File: src/hdl/fic_defs.vh
// Constants for the flash image checksum block.
// Assumes inclusion by bare name from hdl/ design files and the tb/ bench.
//
// Behaviour
// - The full-image result is the two's complement of the 32-bit total of all contributions; a range sum is returned plain.
// - Every program byte is added unsigned into a 32-bit accumulator that wraps.
// - Every boot byte is added unsigned, except the region holding the config words.
// - The last sixteen boot bytes are the four config words and skip the plain boot sum.
// - Each config word is ANDed with its mask and its four bytes are added.
// - The identity word is ANDed with its mask and its four bytes are added.
// - Config words are taken as the core reads them, not as raw stored bits.
// - Dual-panel family masks are 0x7fffffff, 0xffff0000 and 0x0fffffff for word 0, 3, id.
// - Small-pin family masks are 0x1100fc1f, 0x03dff7a7 and 0xf0000000 for words 0, 1, 3.
// - A mask has ones on implemented bits and zeros on unimplemented ones.
// - While code-protected a full-image job reports a checksum of zero; a range job still returns its plain sum.
// - A request carries a 32-bit start and 32-bit byte length; the answer is one word.
`ifndef FIC_DEFS_VH
`define FIC_DEFS_VH

`define FIC_FAM_DUAL 2'd0
`define FIC_FAM_SMALL 2'd1
`define FIC_FAM_NONE 2'd2

`define FIC_MODE_FULL 1'b0
`define FIC_MODE_RANGE 1'b1

`define FIC_CFG_BYTES 32'h0000_0010
`define FIC_ACC_RESET 32'h0000_0000

`define FIC_DUAL_M0 32'h7fff_ffff
`define FIC_DUAL_M1 32'hffff_ffff
`define FIC_DUAL_M2 32'hffff_ffff
`define FIC_DUAL_M3 32'hffff_0000
`define FIC_DUAL_MID 32'h0fff_ffff

`define FIC_SMALL_M0 32'h1100_fc1f
`define FIC_SMALL_M1 32'h03df_f7a7
`define FIC_SMALL_M2 32'h0007_0077
`define FIC_SMALL_M3 32'hf000_0000
`define FIC_SMALL_MID 32'h0fff_ffff

`define FIC_FIFO_DEPTH 16
`define FIC_FIFO_AW 4

`endif

File: src/hdl/fic_checksum.v
// Flash image checksum engine: sums a byte stream, adds masked config/id words.
// Assumes the reader streams bytes in order; config/id words come as the core reads them.
`include "fic_defs.vh"

module fic_checksum #(
  parameter DEPTH = `FIC_FIFO_DEPTH,
  parameter AW = `FIC_FIFO_AW
) (
  // Clock and reset
  input wire core_clk_in,
  input wire reset_n_in,
  // Request side
  input wire start_in,
  input wire mode_in,
  input wire [1:0] family_in,
  input wire code_protect_in,
  input wire [31:0] prog_len_in,
  input wire [31:0] boot_len_in,
  input wire [31:0] range_start_in,
  input wire [31:0] range_len_in,
  output reg busy_out,
  output reg done_out,
  output reg [31:0] result_out,
  output reg [31:0] rd_addr_out,
  // Config and identity words, core view
  input wire [31:0] config_word_zero_in,
  input wire [31:0] config_word_one_in,
  input wire [31:0] config_word_two_in,
  input wire [31:0] config_word_three_in,
  input wire [31:0] identity_word_in,
  // Byte stream from memory reader
  input wire byte_valid_in,
  input wire [7:0] byte_data_in,
  output wire byte_ready_out
);
  ////////////////////////////////////////////////////////////////////////
  // Sequencer states, one-hot
  localparam ST_IDLE = 4'b0001;
  localparam ST_SUM = 4'b0010;
  localparam ST_WORDS = 4'b0100;
  localparam ST_DONE = 4'b1000;

  reg [3:0] state_q;
  reg mode_q;
  reg [1:0] fam_q;
  reg [31:0] left_q;
  reg [31:0] skip_q;
  reg [31:0] acc_q;
  reg [31:0] addr_q;
  reg [2:0] word_q;
  // Masks for the family latched at start
  reg [31:0] m0;
  reg [31:0] m1;
  reg [31:0] m2;
  reg [31:0] m3;
  reg [31:0] mid;
  reg [31:0] word_sel;
  reg [31:0] masked;
  reg [31:0] job_len;
  reg [31:0] job_skip;

  // Byte buffer drain side
  wire f_valid;
  wire [7:0] f_data;
  // Pop only while bytes are still owed; surplus waits for the flush
  wire f_ready = (state_q == ST_SUM) && (left_q != 32'h0000_0000);
  // A taken start drops any bytes left over from the last job
  wire flush = start_in && !busy_out;

  ////////////////////////////////////////////////////////////////////////
  // Byte buffer between the reader and the adder
  fic_fifo #(.WIDTH(8), .DEPTH(DEPTH), .AW(AW)) u_fifo (
    .core_clk_in(core_clk_in),
    .reset_n_in(reset_n_in),
    .in_valid_in(byte_valid_in),
    .in_data_in(byte_data_in),
    .in_ready_out(byte_ready_out),
    .out_valid_out(f_valid),
    .out_data_out(f_data),
    .out_ready_in(f_ready),
    .flush_in(flush)
  );

  ////////////////////////////////////////////////////////////////////////
  // Mask selection
  always @* begin
    case (fam_q)
      `FIC_FAM_DUAL: begin
        m0 = `FIC_DUAL_M0;
        m1 = `FIC_DUAL_M1;
        m2 = `FIC_DUAL_M2;
        m3 = `FIC_DUAL_M3;
        mid = `FIC_DUAL_MID;
      end
      `FIC_FAM_SMALL: begin
        m0 = `FIC_SMALL_M0;
        m1 = `FIC_SMALL_M1;
        m2 = `FIC_SMALL_M2;
        m3 = `FIC_SMALL_M3;
        mid = `FIC_SMALL_MID;
      end
      default: begin
        // Unknown family: all bits implemented
        m0 = 32'hffff_ffff;
        m1 = 32'hffff_ffff;
        m2 = 32'hffff_ffff;
        m3 = 32'hffff_ffff;
        mid = 32'hffff_ffff;
      end
    endcase
  end

  always @* begin
    case (word_q)
      3'd0: word_sel = config_word_zero_in & m0;
      3'd1: word_sel = config_word_one_in & m1;
      3'd2: word_sel = config_word_two_in & m2;
      3'd3: word_sel = config_word_three_in & m3;
      3'd4: word_sel = identity_word_in & mid;
      default: word_sel = 32'h0000_0000;
    endcase
    // Four bytes peak at 0x3fc, so this add never wraps
    masked = {24'h00_0000, word_sel[7:0]} + {24'h00_0000, word_sel[15:8]}
      + {24'h00_0000, word_sel[23:16]} + {24'h00_0000, word_sel[31:24]};
  end

  ////////////////////////////////////////////////////////////////////////
  // Job bounds, taken from the request at start
  always @* begin
    if (mode_in == `FIC_MODE_RANGE) begin
      job_len = range_len_in;
      job_skip = 32'h0000_0000;
    end else begin
      // Boot length includes the sixteen config bytes at its end
      job_len = prog_len_in + boot_len_in;
      job_skip = `FIC_CFG_BYTES;
    end
  end

  ////////////////////////////////////////////////////////////////////////
  // Sequencer
  wire take = f_valid && f_ready;
  // Tail of a full image holds the config words, summed masked instead
  wire in_cfg = (left_q <= skip_q);

  always @(posedge core_clk_in) begin
    if (!reset_n_in) begin
      state_q <= ST_IDLE;
      mode_q <= `FIC_MODE_FULL;
      fam_q <= `FIC_FAM_DUAL;
      left_q <= 32'h0000_0000;
      skip_q <= 32'h0000_0000;
      acc_q <= `FIC_ACC_RESET;
      addr_q <= 32'h0000_0000;
      word_q <= 3'd0;
      busy_out <= 1'b0;
      done_out <= 1'b0;
      // Result clears too, so a read before any job sees zero
      result_out <= 32'h0000_0000;
      rd_addr_out <= 32'h0000_0000;
    end else begin
      done_out <= 1'b0;
      case (state_q)
        ST_IDLE: begin
          if (start_in) begin
            busy_out <= 1'b1;
            mode_q <= mode_in;
            fam_q <= family_in;
            acc_q <= `FIC_ACC_RESET;
            word_q <= 3'd0;
            addr_q <= range_start_in;
            left_q <= job_len;
            skip_q <= job_skip;
            state_q <= ST_SUM;
          end
        end
        ST_SUM: begin
          // Length reached: any surplus stays queued for the flush
          if (left_q == 32'h0000_0000) begin
            state_q <= (mode_q == `FIC_MODE_RANGE) ? ST_DONE : ST_WORDS;
          end else if (take) begin
            left_q <= left_q - 32'h0000_0001;
            addr_q <= addr_q + 32'h0000_0001;
            rd_addr_out <= addr_q;
            if (!in_cfg) begin
              // Unsigned byte add; the 32-bit total wraps by design
              acc_q <= acc_q + {24'h00_0000, f_data};
            end
          end
        end
        ST_WORDS: begin
          // One masked word per cycle: config zero to three, then identity
          acc_q <= acc_q + masked;
          if (word_q == 3'd4) begin
            state_q <= ST_DONE;
          end else begin
            word_q <= word_q + 3'd1;
          end
        end
        ST_DONE: begin
          busy_out <= 1'b0;
          done_out <= 1'b1;
          state_q <= ST_IDLE;
          if (mode_q == `FIC_MODE_RANGE) begin
            // Range sum is handed back plain, not complemented
            result_out <= acc_q;
          end else if (code_protect_in) begin
            // Config words unreadable while protected
            result_out <= 32'h0000_0000;
          end else begin
            result_out <= (~acc_q) + 32'h0000_0001;
          end
        end
        default: begin
          // Lost one-hot code: recover to idle
          state_q <= ST_IDLE;
          busy_out <= 1'b0;
        end
      endcase
    end
  end
endmodule // fic_checksum

File: src/hdl/fic_fifo.v
// Synchronous flop FIFO for the byte stream.
// Assumes single clock, synchronous active-low reset.
module fic_fifo #(
  parameter WIDTH = 8,
  parameter DEPTH = 16,
  parameter AW = 4
) (
  // Clock and reset
  input wire core_clk_in,
  input wire reset_n_in,
  // Fill side
  input wire in_valid_in,
  input wire [WIDTH-1:0] in_data_in,
  output wire in_ready_out,
  // Drain side
  output wire out_valid_out,
  output wire [WIDTH-1:0] out_data_out,
  input wire out_ready_in,
  // Flush on new job
  input wire flush_in
);
  reg [WIDTH-1:0] mem_q [0:DEPTH-1];
  reg [AW-1:0] wr_q;
  reg [AW-1:0] rd_q;
  reg [AW:0] cnt_q;
  reg [AW:0] cnt_d;
  // Ready is a flop so the reader never sees a combinational path
  reg ready_q;
  wire push = in_valid_in && in_ready_out;
  wire pop = out_valid_out && out_ready_in;
  assign in_ready_out = ready_q;

  always @* begin
    cnt_d = cnt_q;
    if (push && !pop) begin
      cnt_d = cnt_q + 1'b1;
    end else if (pop && !push) begin
      cnt_d = cnt_q - 1'b1;
    end
  end
  assign out_valid_out = (cnt_q != {(AW+1){1'b0}});
  assign out_data_out = mem_q[rd_q];

  always @(posedge core_clk_in) begin
    if (push) begin
      mem_q[wr_q] <= in_data_in;
    end
  end

  always @(posedge core_clk_in) begin
    if (!reset_n_in || flush_in) begin
      wr_q <= {AW{1'b0}};
      rd_q <= {AW{1'b0}};
      cnt_q <= {(AW+1){1'b0}};
      ready_q <= 1'b1;
    end else begin
      if (push) begin
        wr_q <= (wr_q == DEPTH[AW-1:0] - 1'b1) ? {AW{1'b0}} : wr_q + 1'b1;
      end
      if (pop) begin
        rd_q <= (rd_q == DEPTH[AW-1:0] - 1'b1) ? {AW{1'b0}} : rd_q + 1'b1;
      end
      cnt_q <= cnt_d;
      ready_q <= (cnt_d != DEPTH[AW:0]);
    end
  end
endmodule // fic_fifo

File: config.mk
export PLATFORM = sky130hd
export DESIGN_NAME = fic_checksum
export DESIGN_NICKNAME = d
export VERILOG_FILES = /design/src/hdl/fic_checksum.v /design/src/hdl/fic_fifo.v
export VERILOG_INCLUDE_DIRS = /design/src /design/src/hdl
export SDC_FILE = /design/constraint.sdc
export NUM_CORES = 1
export LEC_CHECK = 0
export ABC_AREA = 1
export BUFFER_PORTS_ARGS = -buffer_cell sky130_fd_sc_hd__buf_2
export CAP_MARGIN = 20
export CORE_ASPECT_RATIO = 0.5
export CORE_MARGIN = 2
export CORE_UTILIZATION = 25
export CTS_CLUSTER_DIAMETER = 40
export CTS_CLUSTER_SIZE = 40
export DETAILED_ROUTE_END_ITERATION = 12
export GPL_TIMING_DRIVEN = 1
export PLACE_DENSITY = 0.45
export SLEW_MARGIN = 40
export SYNTH_ARGS = -nofsm -noshare
export SYNTH_HDL_FRONTEND = slang
export SYNTH_SLANG_ARGS = --single-unit
File: constraint.sdc
create_clock -name core_clk_in -period 6.5 [get_ports core_clk_in]
set_input_delay 0.325 -clock core_clk_in [delete_from_list [all_inputs] [get_ports core_clk_in]]
set_output_delay 0.325 -clock core_clk_in [all_outputs]
set_load 0.005 [all_outputs]
==> results of run 1 <==
## Yosys cell counts (12+ instances only)
cell type / count
nand2_1: 752
inv_1: 362
nor2_1: 357
a21oi_1: 274
nand3_1: 242
o21ai_0: 229
dfxtp_1: 191
edfxtp_1: 128
clkbuf_1: 70
ha_1: 70
nand4_1: 45
nor3_1: 45
o211ai_1: 38
buf_2: 36
mux2i_1: 33
xor2_1: 33
a22o_1: 27
fa_1: 25
o21ai_1: 16
xnor2_1: 16
inv_2: 14
buf_4: 12
## per-layer routing
| metal | GRT usage | part of all wire | wire length [um] | vias to the layer above |
|---|---|---|---|---|
| li1 | - | - | - | 11193 |
| met1 | 0.236 | 0.46 | 38200 | 10552 |
| met2 | 0.301 | 0.48 | 40200 | 463 |
| met3 | 0.0219 | 0.040 | 3340 | 103 |
| met4 | 0.0407 | 0.019 | 1600 | 0 |
| met5 | 0 | 0 | 0 | - |
## state kept, by name, summed over array words and instances, names as in the netlist, 2 cells and up, named ones only
signal	flops
u_fifo.wr_q	4
u_fifo.rd_q	4
rd_addr_out	32
addr_q	32
fam_q	2
result_out	32
u_fifo.mem_q	128
word_q	3
left_q	32
u_fifo.cnt_q	5
state_q	4
acc_q	32
## what timing repair did
| item | CTS | global route |
|---|---|---|
| hold buffers | 4 | 0 |
| buffers inserted | 0 | 0 |
| hold endpoints to repair | 4 | 0 |
## report_power, final
part | total, mW | switching, mW | internal [mW]
combinational | 2.60 | 1.73 | 0.873
sequential | 2.37 | 0.174 | 2.20
clock | 2.69 | 1.11 | 1.59
total | 7.67 | 3.01 | 4.66
## kinds of logic (layout without fill, tap and decap cells)
kind of cell	Yosys count	in the layout
DFF	319	319
buffers and inverters	520	872
adders and majority gates	95	95
muxes	33	33
xor gates and xnor gates	49	49
AOI/OAI and AO/OA	657	657
and+or+nand+nor	1497	1497
other	0	2
## cell type report
class | count | area (sq um) | share of cell area
Sequential cell | 319 | 7670 | 0.288
Tap cell | 1170 | 1460 | 0.0549
Multi-Input combinational cell | 2331 | 12200 | 0.459
Timing Repair Buffer | 399 | 2130 | 0.0798
Antenna cell | 2 | 5.00 | 0.000188
Inverter | 381 | 1440 | 0.0540
Clock buffer | 60 | 1370 | 0.0514
Clock inverter | 32 | 340 | 0.0128
## worst max-delay path by stage
stage                           startpoint                     end  slack [ps]  cells after the start
global route        word_q[0]$_SDFFE_PN0P_  acc_q[22]$_SDFFE_PN0P_         640                     28
detailed placement  word_q[2]$_SDFFE_PN0P_  acc_q[15]$_SDFFE_PN0P_        1060                     24
floorplan           word_q[0]$_SDFFE_PN0P_  acc_q[31]$_SDFFE_PN0P_        1720                     26
CTS                 word_q[2]$_SDFFE_PN0P_  acc_q[15]$_SDFFE_PN0P_        1090                     24
global placement    word_q[0]$_SDFFE_PN0P_  acc_q[15]$_SDFFE_PN0P_        1110                     23
finish              word_q[2]$_SDFFE_PN0P_  acc_q[15]$_SDFFE_PN0P_        1100                     24
## through the flow
step                      cell area [sq um]  total power, mW  setup WS [ps]  utilization
after floorplan                       22000             4.16           1720            -
after global routing                  26700             8.20            638        0.308
after CTS                             26600             7.75           1090        0.307
after detailed placement              24900             5.01           1060        0.287
after global placement                24800             4.98           1110        0.286
final                                 26700             7.67           1100        0.308
## worst register-to-register path: stages (launching register included)
cell,delay (ps)
dfxtp_1,470
inv_1,120
ha_1,230
nand2_1,70
inv_1,250
a22o_1,310
a221o_1,270
a21oi_1,170
fa_1,470
fa_1,540
fa_1,550
inv_1,40
ha_1,230
fa_1,410
nand3_1,100
nand2_1,120
nand3_1,100
nand2_1,120
nand2_1,180
nand2_1,180
nand2_1,100
nand3_1,70
nand2_1,70
nand2_1,50
a21oi_1,140
==> impl_metrics.prom, run 1 <==
# TYPE chip_impl_metric gauge
chip_impl_metric{name="timing_worst_slew_pin_value",unit="ps"} 845
chip_impl_metric{name="skew",unit="ps"} 31.5
chip_impl_metric{name="grt.overflow.total",unit=""} 0
chip_impl_metric{name="wirelength",unit="mm"} 83.3
chip_impl_metric{name="reg2reg_setup_slack",unit="ps"} 1100
chip_impl_metric{name="areaGrowthSynthToFinish",unit="%"} 21.3
chip_impl_metric{name="post_layout_nonfiller_instances",unit=""} 4694
chip_impl_info{name="startpoint_type",value="register"} 1
chip_impl_metric{name="routabilityCongestion",unit=""} 0.896
chip_impl_metric{name="synthesis.nets",unit=""} 3569
chip_impl_metric{name="muxShareOfSynthArea",unit=""} 0.0150
chip_impl_info{name="hold_start",value="family_in[0]"} 1
chip_impl_info{name="top_library_cells_by_usage_in_the_layout_fill_and_taps_aside",value="nand2_1, buf_2, inv_1"} 1
chip_impl_metric{name="synth_cells",unit=""} 3170
chip_impl_info{name="endpoint_kind_of_the_worst_setup_timing_path",value="register"} 1
chip_impl_metric{name="largest_net_degree_at_the_start_of_global_routing",unit=""} 72
chip_impl_metric{name="detailedRoute.firstPassIterationCount",unit=""} 6
chip_impl_info{name="synth_top_family_by_area",value="simple AND/OR/NAND/NOR gates"} 1
chip_impl_metric{name="setup_tns",unit="ps"} 0
chip_impl_metric{name="routed_via_density",unit=""} 4.75
chip_impl_metric{name="worst_rel_slew_slack",unit=""} 0.436
chip_impl_metric{name="layout.nets",unit=""} 3880
chip_impl_metric{name="synthSimpleGateAreaFrac",unit=""} 0.287
chip_impl_metric{name="final.period_utilization",unit=""} 0.831
chip_impl_info{name="tritoncts",value="yes"} 1
chip_impl_metric{name="design.die.area",unit="sq mm"} 0.0905
chip_impl_metric{name="clock_latency",unit="ps"} 620
chip_impl_metric{name="vias",unit=""} 22311
chip_impl_metric{name="route.detailed.wl_per_inst",unit="um"} 17.7
chip_impl_metric{name="power.leakage",unit="nW"} 11.7
chip_impl_metric{name="remaining_antenna_violation_count",unit=""} 0
chip_impl_info{name="worstHoldEndpoint",value="fam_q[0]$_SDFFE_PN0P_"} 1
chip_impl_metric{name="cell_area_after_synthesis",unit="sq mm"} 0.0220
chip_impl_metric{name="cts_resized",unit=""} 0
chip_impl_info{name="mostFrequentLayoutCell",value="nand2_1"} 1
chip_impl_info{name="critPathMostFrequentCell",value="nand2_1"} 1
chip_impl_metric{name="worstRegToRegCells",unit=""} 24
chip_impl_metric{name="ctsHtreeMaxLevel",unit=""} 2
chip_impl_metric{name="yosysWarningCount",unit=""} 0
chip_impl_metric{name="post_synth_fa_ha_maj_area_fraction",unit=""} 0.0626
chip_impl_metric{name="setup_viol",unit=""} 0
chip_impl_metric{name="fillerInstances",unit=""} 9503
chip_impl_metric{name="finalHoldWorstSlack",unit="ps"} 37.2
chip_impl_metric{name="floorplan.initialDensity",unit=""} 0.254
chip_impl_info{name="hold_path.class",value="input pin to register"} 1
chip_impl_info{name="outcome",value="complete, no violations"} 1
chip_impl_metric{name="grt_antenna_before_repair",unit=""} 0
chip_impl_metric{name="detail_route.drc_violations",unit=""} 0
chip_impl_metric{name="clock_edge_transition_at_the_registers_on_the_reported_setup_and_hold_paths",unit="ps"} 50
chip_impl_metric{name="syn-mean-instance-area",unit="sq um"} 6.94
chip_impl_metric{name="cts.sink_count",unit=""} 319
chip_impl_info{name="path_cells",value="inv_1 -> ha_1 -> nand2_1 -> inv_1 -> a22o_1 -> a221o_1 -> a21oi_1 -> fa_1 -> fa_1 -> fa_1 -> inv_1 -> ha_1 -> fa_1 -> nand3_1 -> nand2_1 -> nand3_1 -> nand2_1 -> nand2_1 -> nand2_1 -> nand2_1 -> nand3_1 -> nand2_1 -> nand2_1 -> a21oi_1"} 1
chip_impl_metric{name="critical_path_peak_fanout",unit=""} 16
chip_impl_metric{name="first_pass_grt_wire_length",unit="mm"} 125
chip_impl_metric{name="hold_path_depth",unit=""} 3
chip_impl_metric{name="die_width",unit="um"} 423
chip_impl_metric{name="number_of_synthesized_register_bits",unit=""} 319
chip_impl_metric{name="data_arrival_at_the_endpoint_of_the_critical_path",unit="ps"} 5940
chip_impl_info{name="cp_slowest_cell",value="fa_1"} 1
chip_impl_metric{name="ios",unit=""} 371
chip_impl_metric{name="cts-buffers-inserted",unit=""} 49
chip_impl_info{name="clock-root-buffer",value="clkbuf_16"} 1
chip_impl_info{name="r2r-start",value="word_q[2]$_SDFFE_PN0P_"} 1
chip_impl_metric{name="final-max-slew-violation-count",unit=""} 0
chip_impl_metric{name="cp_data_required_time",unit="ps"} 7030
chip_impl_metric{name="vias_in_the_first_global_route",unit=""} 21236
chip_impl_metric{name="floorplan.die.height",unit="um"} 214
chip_impl_metric{name="max_stage_delay",unit="ps"} 550
chip_impl_metric{name="place_hpwl",unit="mm"} 62.9
chip_impl_metric{name="count_of_flip_flops_with_a_built_in_enable_after_synthesis",unit=""} 128
chip_impl_metric{name="asyncSetResetFlopFracSynth",unit=""} 0
chip_impl_metric{name="placement.io_buffers",unit=""} 370
chip_impl_metric{name="core-area",unit="sq mm"} 0.0866
chip_impl_metric{name="numPlacedInstances",unit=""} 4596
chip_impl_metric{name="cts_buffer_depth",unit=""} 3
chip_impl_metric{name="synth-compound-area-share",unit=""} 0.171
chip_impl_info{name="yosysTopAreaCell",value="edfxtp_1"} 1
chip_impl_info{name="synth_area_leaders",value="edfxtp_1, dfxtp_1, nand2_1"} 1
chip_impl_metric{name="share_of_the_synthesized_area_in_the_top_cell_type",unit=""} 0.175
chip_impl_metric{name="synth.distinct_cells",unit=""} 56
chip_impl_info{name="critical-path-top-delay-family",value="adder cells"} 1
chip_impl_metric{name="maxCapViolCount",unit=""} 0
chip_impl_metric{name="power_density",unit="mW/mm^2"} 288
chip_impl_metric{name="track_usage",unit=""} 0.176
chip_impl_metric{name="post-route-min-period",unit="ps"} 5400
chip_impl_metric{name="row_count",unit=""} 76
chip_impl_info{name="critical_path_class",value="register to register"} 1
chip_impl_metric{name="layout-drive-gt1-share",unit=""} 0.161
chip_impl_info{name="r2r_end",value="acc_q[15]$_SDFFE_PN0P_"} 1
chip_impl_metric{name="timing.critical_path.buf_inv",unit=""} 3
chip_impl_metric{name="peak_freq",unit="GHz"} 0.185
chip_impl_metric{name="drt-initial-drc-count",unit=""} 1767
chip_impl_info{name="setup_repair_after_global_routing_missed_its_margin",value="no"} 1
chip_impl_metric{name="synth-xor-area-share",unit=""} 0.0195
chip_impl_metric{name="ir_drop",unit="mV"} 0.176
chip_impl_info{name="yosys_most_used_dff",value="dfxtp_1"} 1
chip_impl_metric{name="finalHoldViolations",unit=""} 0
chip_impl_metric{name="post_synthesis_sequential_area_ratio",unit=""} 0.349
Note: power is estimated with default switching activity, not from simulation.
==> inputs of run 2 (changes only) <==
--- a/config.mk
+++ b/config.mk
@@ -6,7 +6,7 @@
 export SDC_FILE = /design/constraint.sdc
 export NUM_CORES = 1
 export LEC_CHECK = 0
-export ABC_AREA = 1
+export ABC_AREA = 0
 export BUFFER_PORTS_ARGS = -buffer_cell sky130_fd_sc_hd__buf_2
 export CAP_MARGIN = 20
 export CORE_ASPECT_RATIO = 0.5
==> constraint.sdc (replaced) <==
create_clock -name core_clk_in -period 5.06 [get_ports core_clk_in]
set_input_delay 0.253 -clock core_clk_in [delete_from_list [all_inputs] [get_ports core_clk_in]]
set_output_delay 0.253 -clock core_clk_in [all_outputs]
set_load 0.005 [all_outputs]
==> impl_metrics.prom, run 2 <==
# TYPE chip_impl_metric gauge
chip_impl_metric{name="clockPowerShare",unit=""} 0.372
chip_impl_metric{name="reg2reg_setup_slack",unit="ps"} 70
chip_impl_metric{name="routed_via_density",unit=""} 5.01
chip_impl_info{name="r2r-start",value="word_q[0]$_SDFFE_PN0P_"} 1
chip_impl_metric{name="synth_cells",unit=""} 2163
chip_impl_metric{name="peak_freq",unit="GHz"} 0.201
chip_impl_metric{name="share_of_the_synthesized_area_in_the_top_cell_type",unit=""} 0.199
chip_impl_metric{name="post-place-ws",unit="ps"} -362
chip_impl_metric{name="place_hpwl",unit="mm"} 49.4
chip_impl_metric{name="routabilityCongestion",unit=""} 0.868
chip_impl_info{name="outcome",value="complete, no violations"} 1
chip_impl_metric{name="seq_power_share",unit=""} 0.354
chip_impl_info{name="synth_common_cells",value="nand2_1, a21oi_1, dfxtp_1"} 1
chip_impl_metric{name="detail_route.drc_violations",unit=""} 0
chip_impl_metric{name="post_synthesis_sequential_area_ratio",unit=""} 0.397
chip_impl_info{name="r2r_end",value="acc_q[29]$_SDFFE_PN0P_"} 1
chip_impl_metric{name="cell_area_after_synthesis",unit="sq mm"} 0.0193
chip_impl_metric{name="clock_edge_transition_at_the_registers_on_the_reported_setup_and_hold_paths",unit="ps"} 60
chip_impl_metric{name="floorplan.initialDensity",unit=""} 0.251
chip_impl_metric{name="finalHoldWorstSlack",unit="ps"} 48.4
chip_impl_metric{name="worstRegToRegCells",unit=""} 23
chip_impl_metric{name="die_width",unit="um"} 397
chip_impl_metric{name="synth.distinct_cells",unit=""} 84
chip_impl_info{name="synth_area_leaders",value="edfxtp_1, dfxtp_1, a21oi_1"} 1
chip_impl_metric{name="grt_antenna_before_repair",unit=""} 8
chip_impl_info{name="synth_most_common_cell",value="nand2_1"} 1
chip_impl_info{name="startpoint_type",value="register"} 1
chip_impl_metric{name="final.period_utilization",unit=""} 0.985
chip_impl_metric{name="pwr-share-comb",unit=""} 0.274
chip_impl_metric{name="placement.io_buffers",unit=""} 370
chip_impl_metric{name="vias_in_the_first_global_route",unit=""} 18296
chip_impl_info{name="clock-root-buffer",value="clkbuf_16"} 1
chip_impl_info{name="setup_repair_after_global_routing_missed_its_margin",value="yes"} 1
chip_impl_metric{name="number_of_synthesized_register_bits",unit=""} 319
chip_impl_info{name="mostFrequentLayoutCell",value="buf_2"} 1
chip_impl_metric{name="flip_flop_count_of_the_largest_register_after_layout",unit=""} 128
chip_impl_metric{name="core-area",unit="sq mm"} 0.0769
chip_impl_metric{name="data_arrival_at_the_endpoint_of_the_critical_path",unit="ps"} 5470
chip_impl_metric{name="largest_net_degree_at_the_start_of_global_routing",unit=""} 77
chip_impl_metric{name="power_density",unit="mW/mm^2"} 323
chip_impl_metric{name="yosysWarningCount",unit=""} 0
chip_impl_metric{name="power.leakage",unit="nW"} 9.49
chip_impl_info{name="hold_path.class",value="input pin to register"} 1
chip_impl_metric{name="skew",unit="ps"} 29.2
chip_impl_metric{name="row_count",unit=""} 72
chip_impl_metric{name="finalHoldViolations",unit=""} 0
chip_impl_metric{name="track_usage",unit=""} 0.165
chip_impl_metric{name="maxCapViolCount",unit=""} 0
chip_impl_metric{name="layout.nets",unit=""} 2936
chip_impl_metric{name="syn-mean-instance-area",unit="sq um"} 8.94
chip_impl_metric{name="switching_power",unit="mW"} 2.60
chip_impl_metric{name="worst_rel_slew_slack",unit=""} 0.485
chip_impl_info{name="critical_path_class",value="register to register"} 1
chip_impl_metric{name="route.detailed.wl_per_inst",unit="um"} 18.9
chip_impl_metric{name="wirelength",unit="mm"} 68.1
chip_impl_info{name="endpoint_kind_of_the_worst_setup_timing_path",value="register"} 1
chip_impl_metric{name="detailedRoute.firstPassIterationCount",unit=""} 5
chip_impl_metric{name="cts_buffer_depth",unit=""} 3
chip_impl_metric{name="critical_path_peak_fanout",unit=""} 6
chip_impl_metric{name="cts.sink_count",unit=""} 319
chip_impl_info{name="top_library_cells_by_usage_in_the_layout_fill_and_taps_aside",value="buf_2, nand2_1, a21oi_1"} 1
chip_impl_metric{name="design.die.area",unit="sq mm"} 0.0797
chip_impl_metric{name="final_critical_path_setup_slack",unit="ps"} 73.6
chip_impl_metric{name="first_pass_grt_wire_length",unit="mm"} 105
chip_impl_metric{name="ctsHtreeMaxLevel",unit=""} 2
chip_impl_metric{name="ios",unit=""} 371
chip_impl_metric{name="vias",unit=""} 18097
chip_impl_metric{name="areaGrowthSynthToFinish",unit="%"} 28.8
chip_impl_metric{name="setup_tns",unit="ps"} 0
chip_impl_metric{name="power.internal",unit="mW"} 5.44
chip_impl_metric{name="final-max-slew-violation-count",unit=""} 0
chip_impl_metric{name="synthesis.nets",unit=""} 2562
chip_impl_metric{name="ir_drop",unit="mV"} 0.205
chip_impl_metric{name="count_of_flip_flops_with_a_built_in_enable_after_synthesis",unit=""} 128
chip_impl_metric{name="fillerInstances",unit=""} 8146
chip_impl_metric{name="hold_path_depth",unit=""} 3
chip_impl_metric{name="grt.overflow.total",unit=""} 0
chip_impl_metric{name="floorplan.die.height",unit="um"} 201
chip_impl_metric{name="layout-drive-gt1-share",unit=""} 0.283
chip_impl_metric{name="cts-buffers-inserted",unit=""} 40
chip_impl_info{name="worstHoldEndpoint",value="left_q[15]$_SDFFE_PN0P_"} 1
chip_impl_metric{name="remaining_antenna_violation_count",unit=""} 0
chip_impl_metric{name="setup_viol",unit=""} 0
chip_impl_metric{name="clock_latency",unit="ps"} 560
chip_impl_info{name="yosys_most_used_dff",value="dfxtp_1"} 1
chip_impl_info{name="yosysTopAreaCell",value="edfxtp_1"} 1
chip_impl_info{name="tritoncts",value="yes"} 1
chip_impl_metric{name="asyncSetResetFlopFracSynth",unit=""} 0
chip_impl_metric{name="drt-initial-drc-count",unit=""} 1511
chip_impl_info{name="largest-register",value="u_fifo.mem_q"} 1
chip_impl_metric{name="post-route-min-period",unit="ps"} 4990
chip_impl_metric{name="timing_worst_slew_pin_value",unit="ps"} 773
chip_impl_metric{name="cp_data_required_time",unit="ps"} 5540
chip_impl_info{name="hold_start",value="range_len_in[15]"} 1
chip_impl_metric{name="swShare",unit=""} 0.323
run 2: cell types whose count changed in the layout (fill, tap and decap cells not counted), sizes merged, moves of 27 or more:
cell	delta
xnor2	+34
a22oi	+63
nand3	-198
a21oi	-76
nand2	-514
buf	+78
mux2i	-27
inv	-290
o21ai	-94
nor2	-183
mux4	+40
run 2: kinds of logic (layout without fill, tap and decap cells):
logic type      count (synthesis)  in the layout  share of synthesized area
flops                         319            319                      0.397
compound gates                674            674                      0.225
fa+ha+maj                      95             95                     0.0712
other cells                     0              4                          0
xor+xnor                       76             76                     0.0344
simple gates                  707            707                      0.171
buf+inv                       242            648                     0.0492
mux                            50             50                     0.0520
run 2: per-layer routing:
layer | routed length [um] | share of wire | GRT usage | up-vias
li1 | - | - | - | 8793
met1 | 30700 | 0.45 | 0.216 | 8896
met2 | 33500 | 0.49 | 0.289 | 323
met3 | 2750 | 0.040 | 0.0257 | 85
met4 | 1100 | 0.016 | 0.0319 | 0
met5 | 0 | 0 | 0 | -
run 2: through the flow:
step	instances	area [sq um]	utilization	total power [mW]
2_1_floorplan	2163	19400	-	4.19
3_3_place_gp	3508	22700	0.295	4.90
3_5_place_dp	3509	22800	0.296	4.90
4_1_cts	3600	24400	0.317	7.97
5_1_grt	3608	24900	0.324	8.51
6_report	3609	24900	0.324	8.04
run 2: critical path, cell delays in order (launching register included):
cell	delay (ps)
dfxtp_4	380
buf_4	130
ha_4	120
nor2b_4	260
buf_12	150
buf_6	110
a22oi_1	70
nand2_1	60
a21oi_1	40
fa_1	480
inv_1	70
fa_1	530
inv_1	50
fa_1	530
inv_1	60
ha_4	280
nand3_1	80
o22a_2	270
a21oi_4	250
nor2_4	70
o22ai_2	160
nor3b_2	230
or3b_4	400
a21oi_2	120
run 2: layout make-up:
| type | count | area, sq um | share of cell area |
|---|---|---|---|
| multi-input combinational | 1602 | 11300 | 0.455 |
| sequential | 319 | 7680 | 0.308 |
| timing repair buffer | 486 | 2850 | 0.114 |
| tap | 1036 | 1300 | 0.0521 |
| clock buffer | 47 | 1100 | 0.0442 |
| inverter | 88 | 338 | 0.0136 |
| clock inverter | 27 | 298 | 0.0120 |
| antenna | 4 | 10.0 | 0.000402 |
run 2: power groups by stage:
stage               Combinational [mW]  Clock [mW]  Sequential, mW
CTS                               2.05        3.08            2.84
floorplan                         1.32           0            2.87
global route                      2.48        3.17            2.86
finish                            2.20        2.99            2.84
global placement                  2.00           0            2.90
detailed placement                2.00           0            2.90
run 2: how the worst max path moves through the flow:
stage	start	end	slack, ps
2_1_floorplan	word_q[0]$_SDFFE_PN0P_	acc_q[24]$_SDFFE_PN0P_	-10
3_3_place_gp	word_q[0]$_SDFFE_PN0P_	acc_q[24]$_SDFFE_PN0P_	-320
3_5_place_dp	word_q[0]$_SDFFE_PN0P_	acc_q[24]$_SDFFE_PN0P_	-360
4_1_cts	word_q[0]$_SDFFE_PN0P_	acc_q[28]$_SDFFE_PN0P_	8
5_1_grt	word_q[0]$_SDFFE_PN0P_	acc_q[26]$_SDFFE_PN0P_	-180
6_report	word_q[0]$_SDFFE_PN0P_	acc_q[29]$_SDFFE_PN0P_	70
run 2: what timing repair did:
item	in CTS	in global routing
setup buffers	5	6
pin swaps	11	53
endpoints found under the hold margin	12	0
hold buffers	12	0
gates cloned	0	1
setup endpoints to repair	21	22
gates resized for setup	21	86
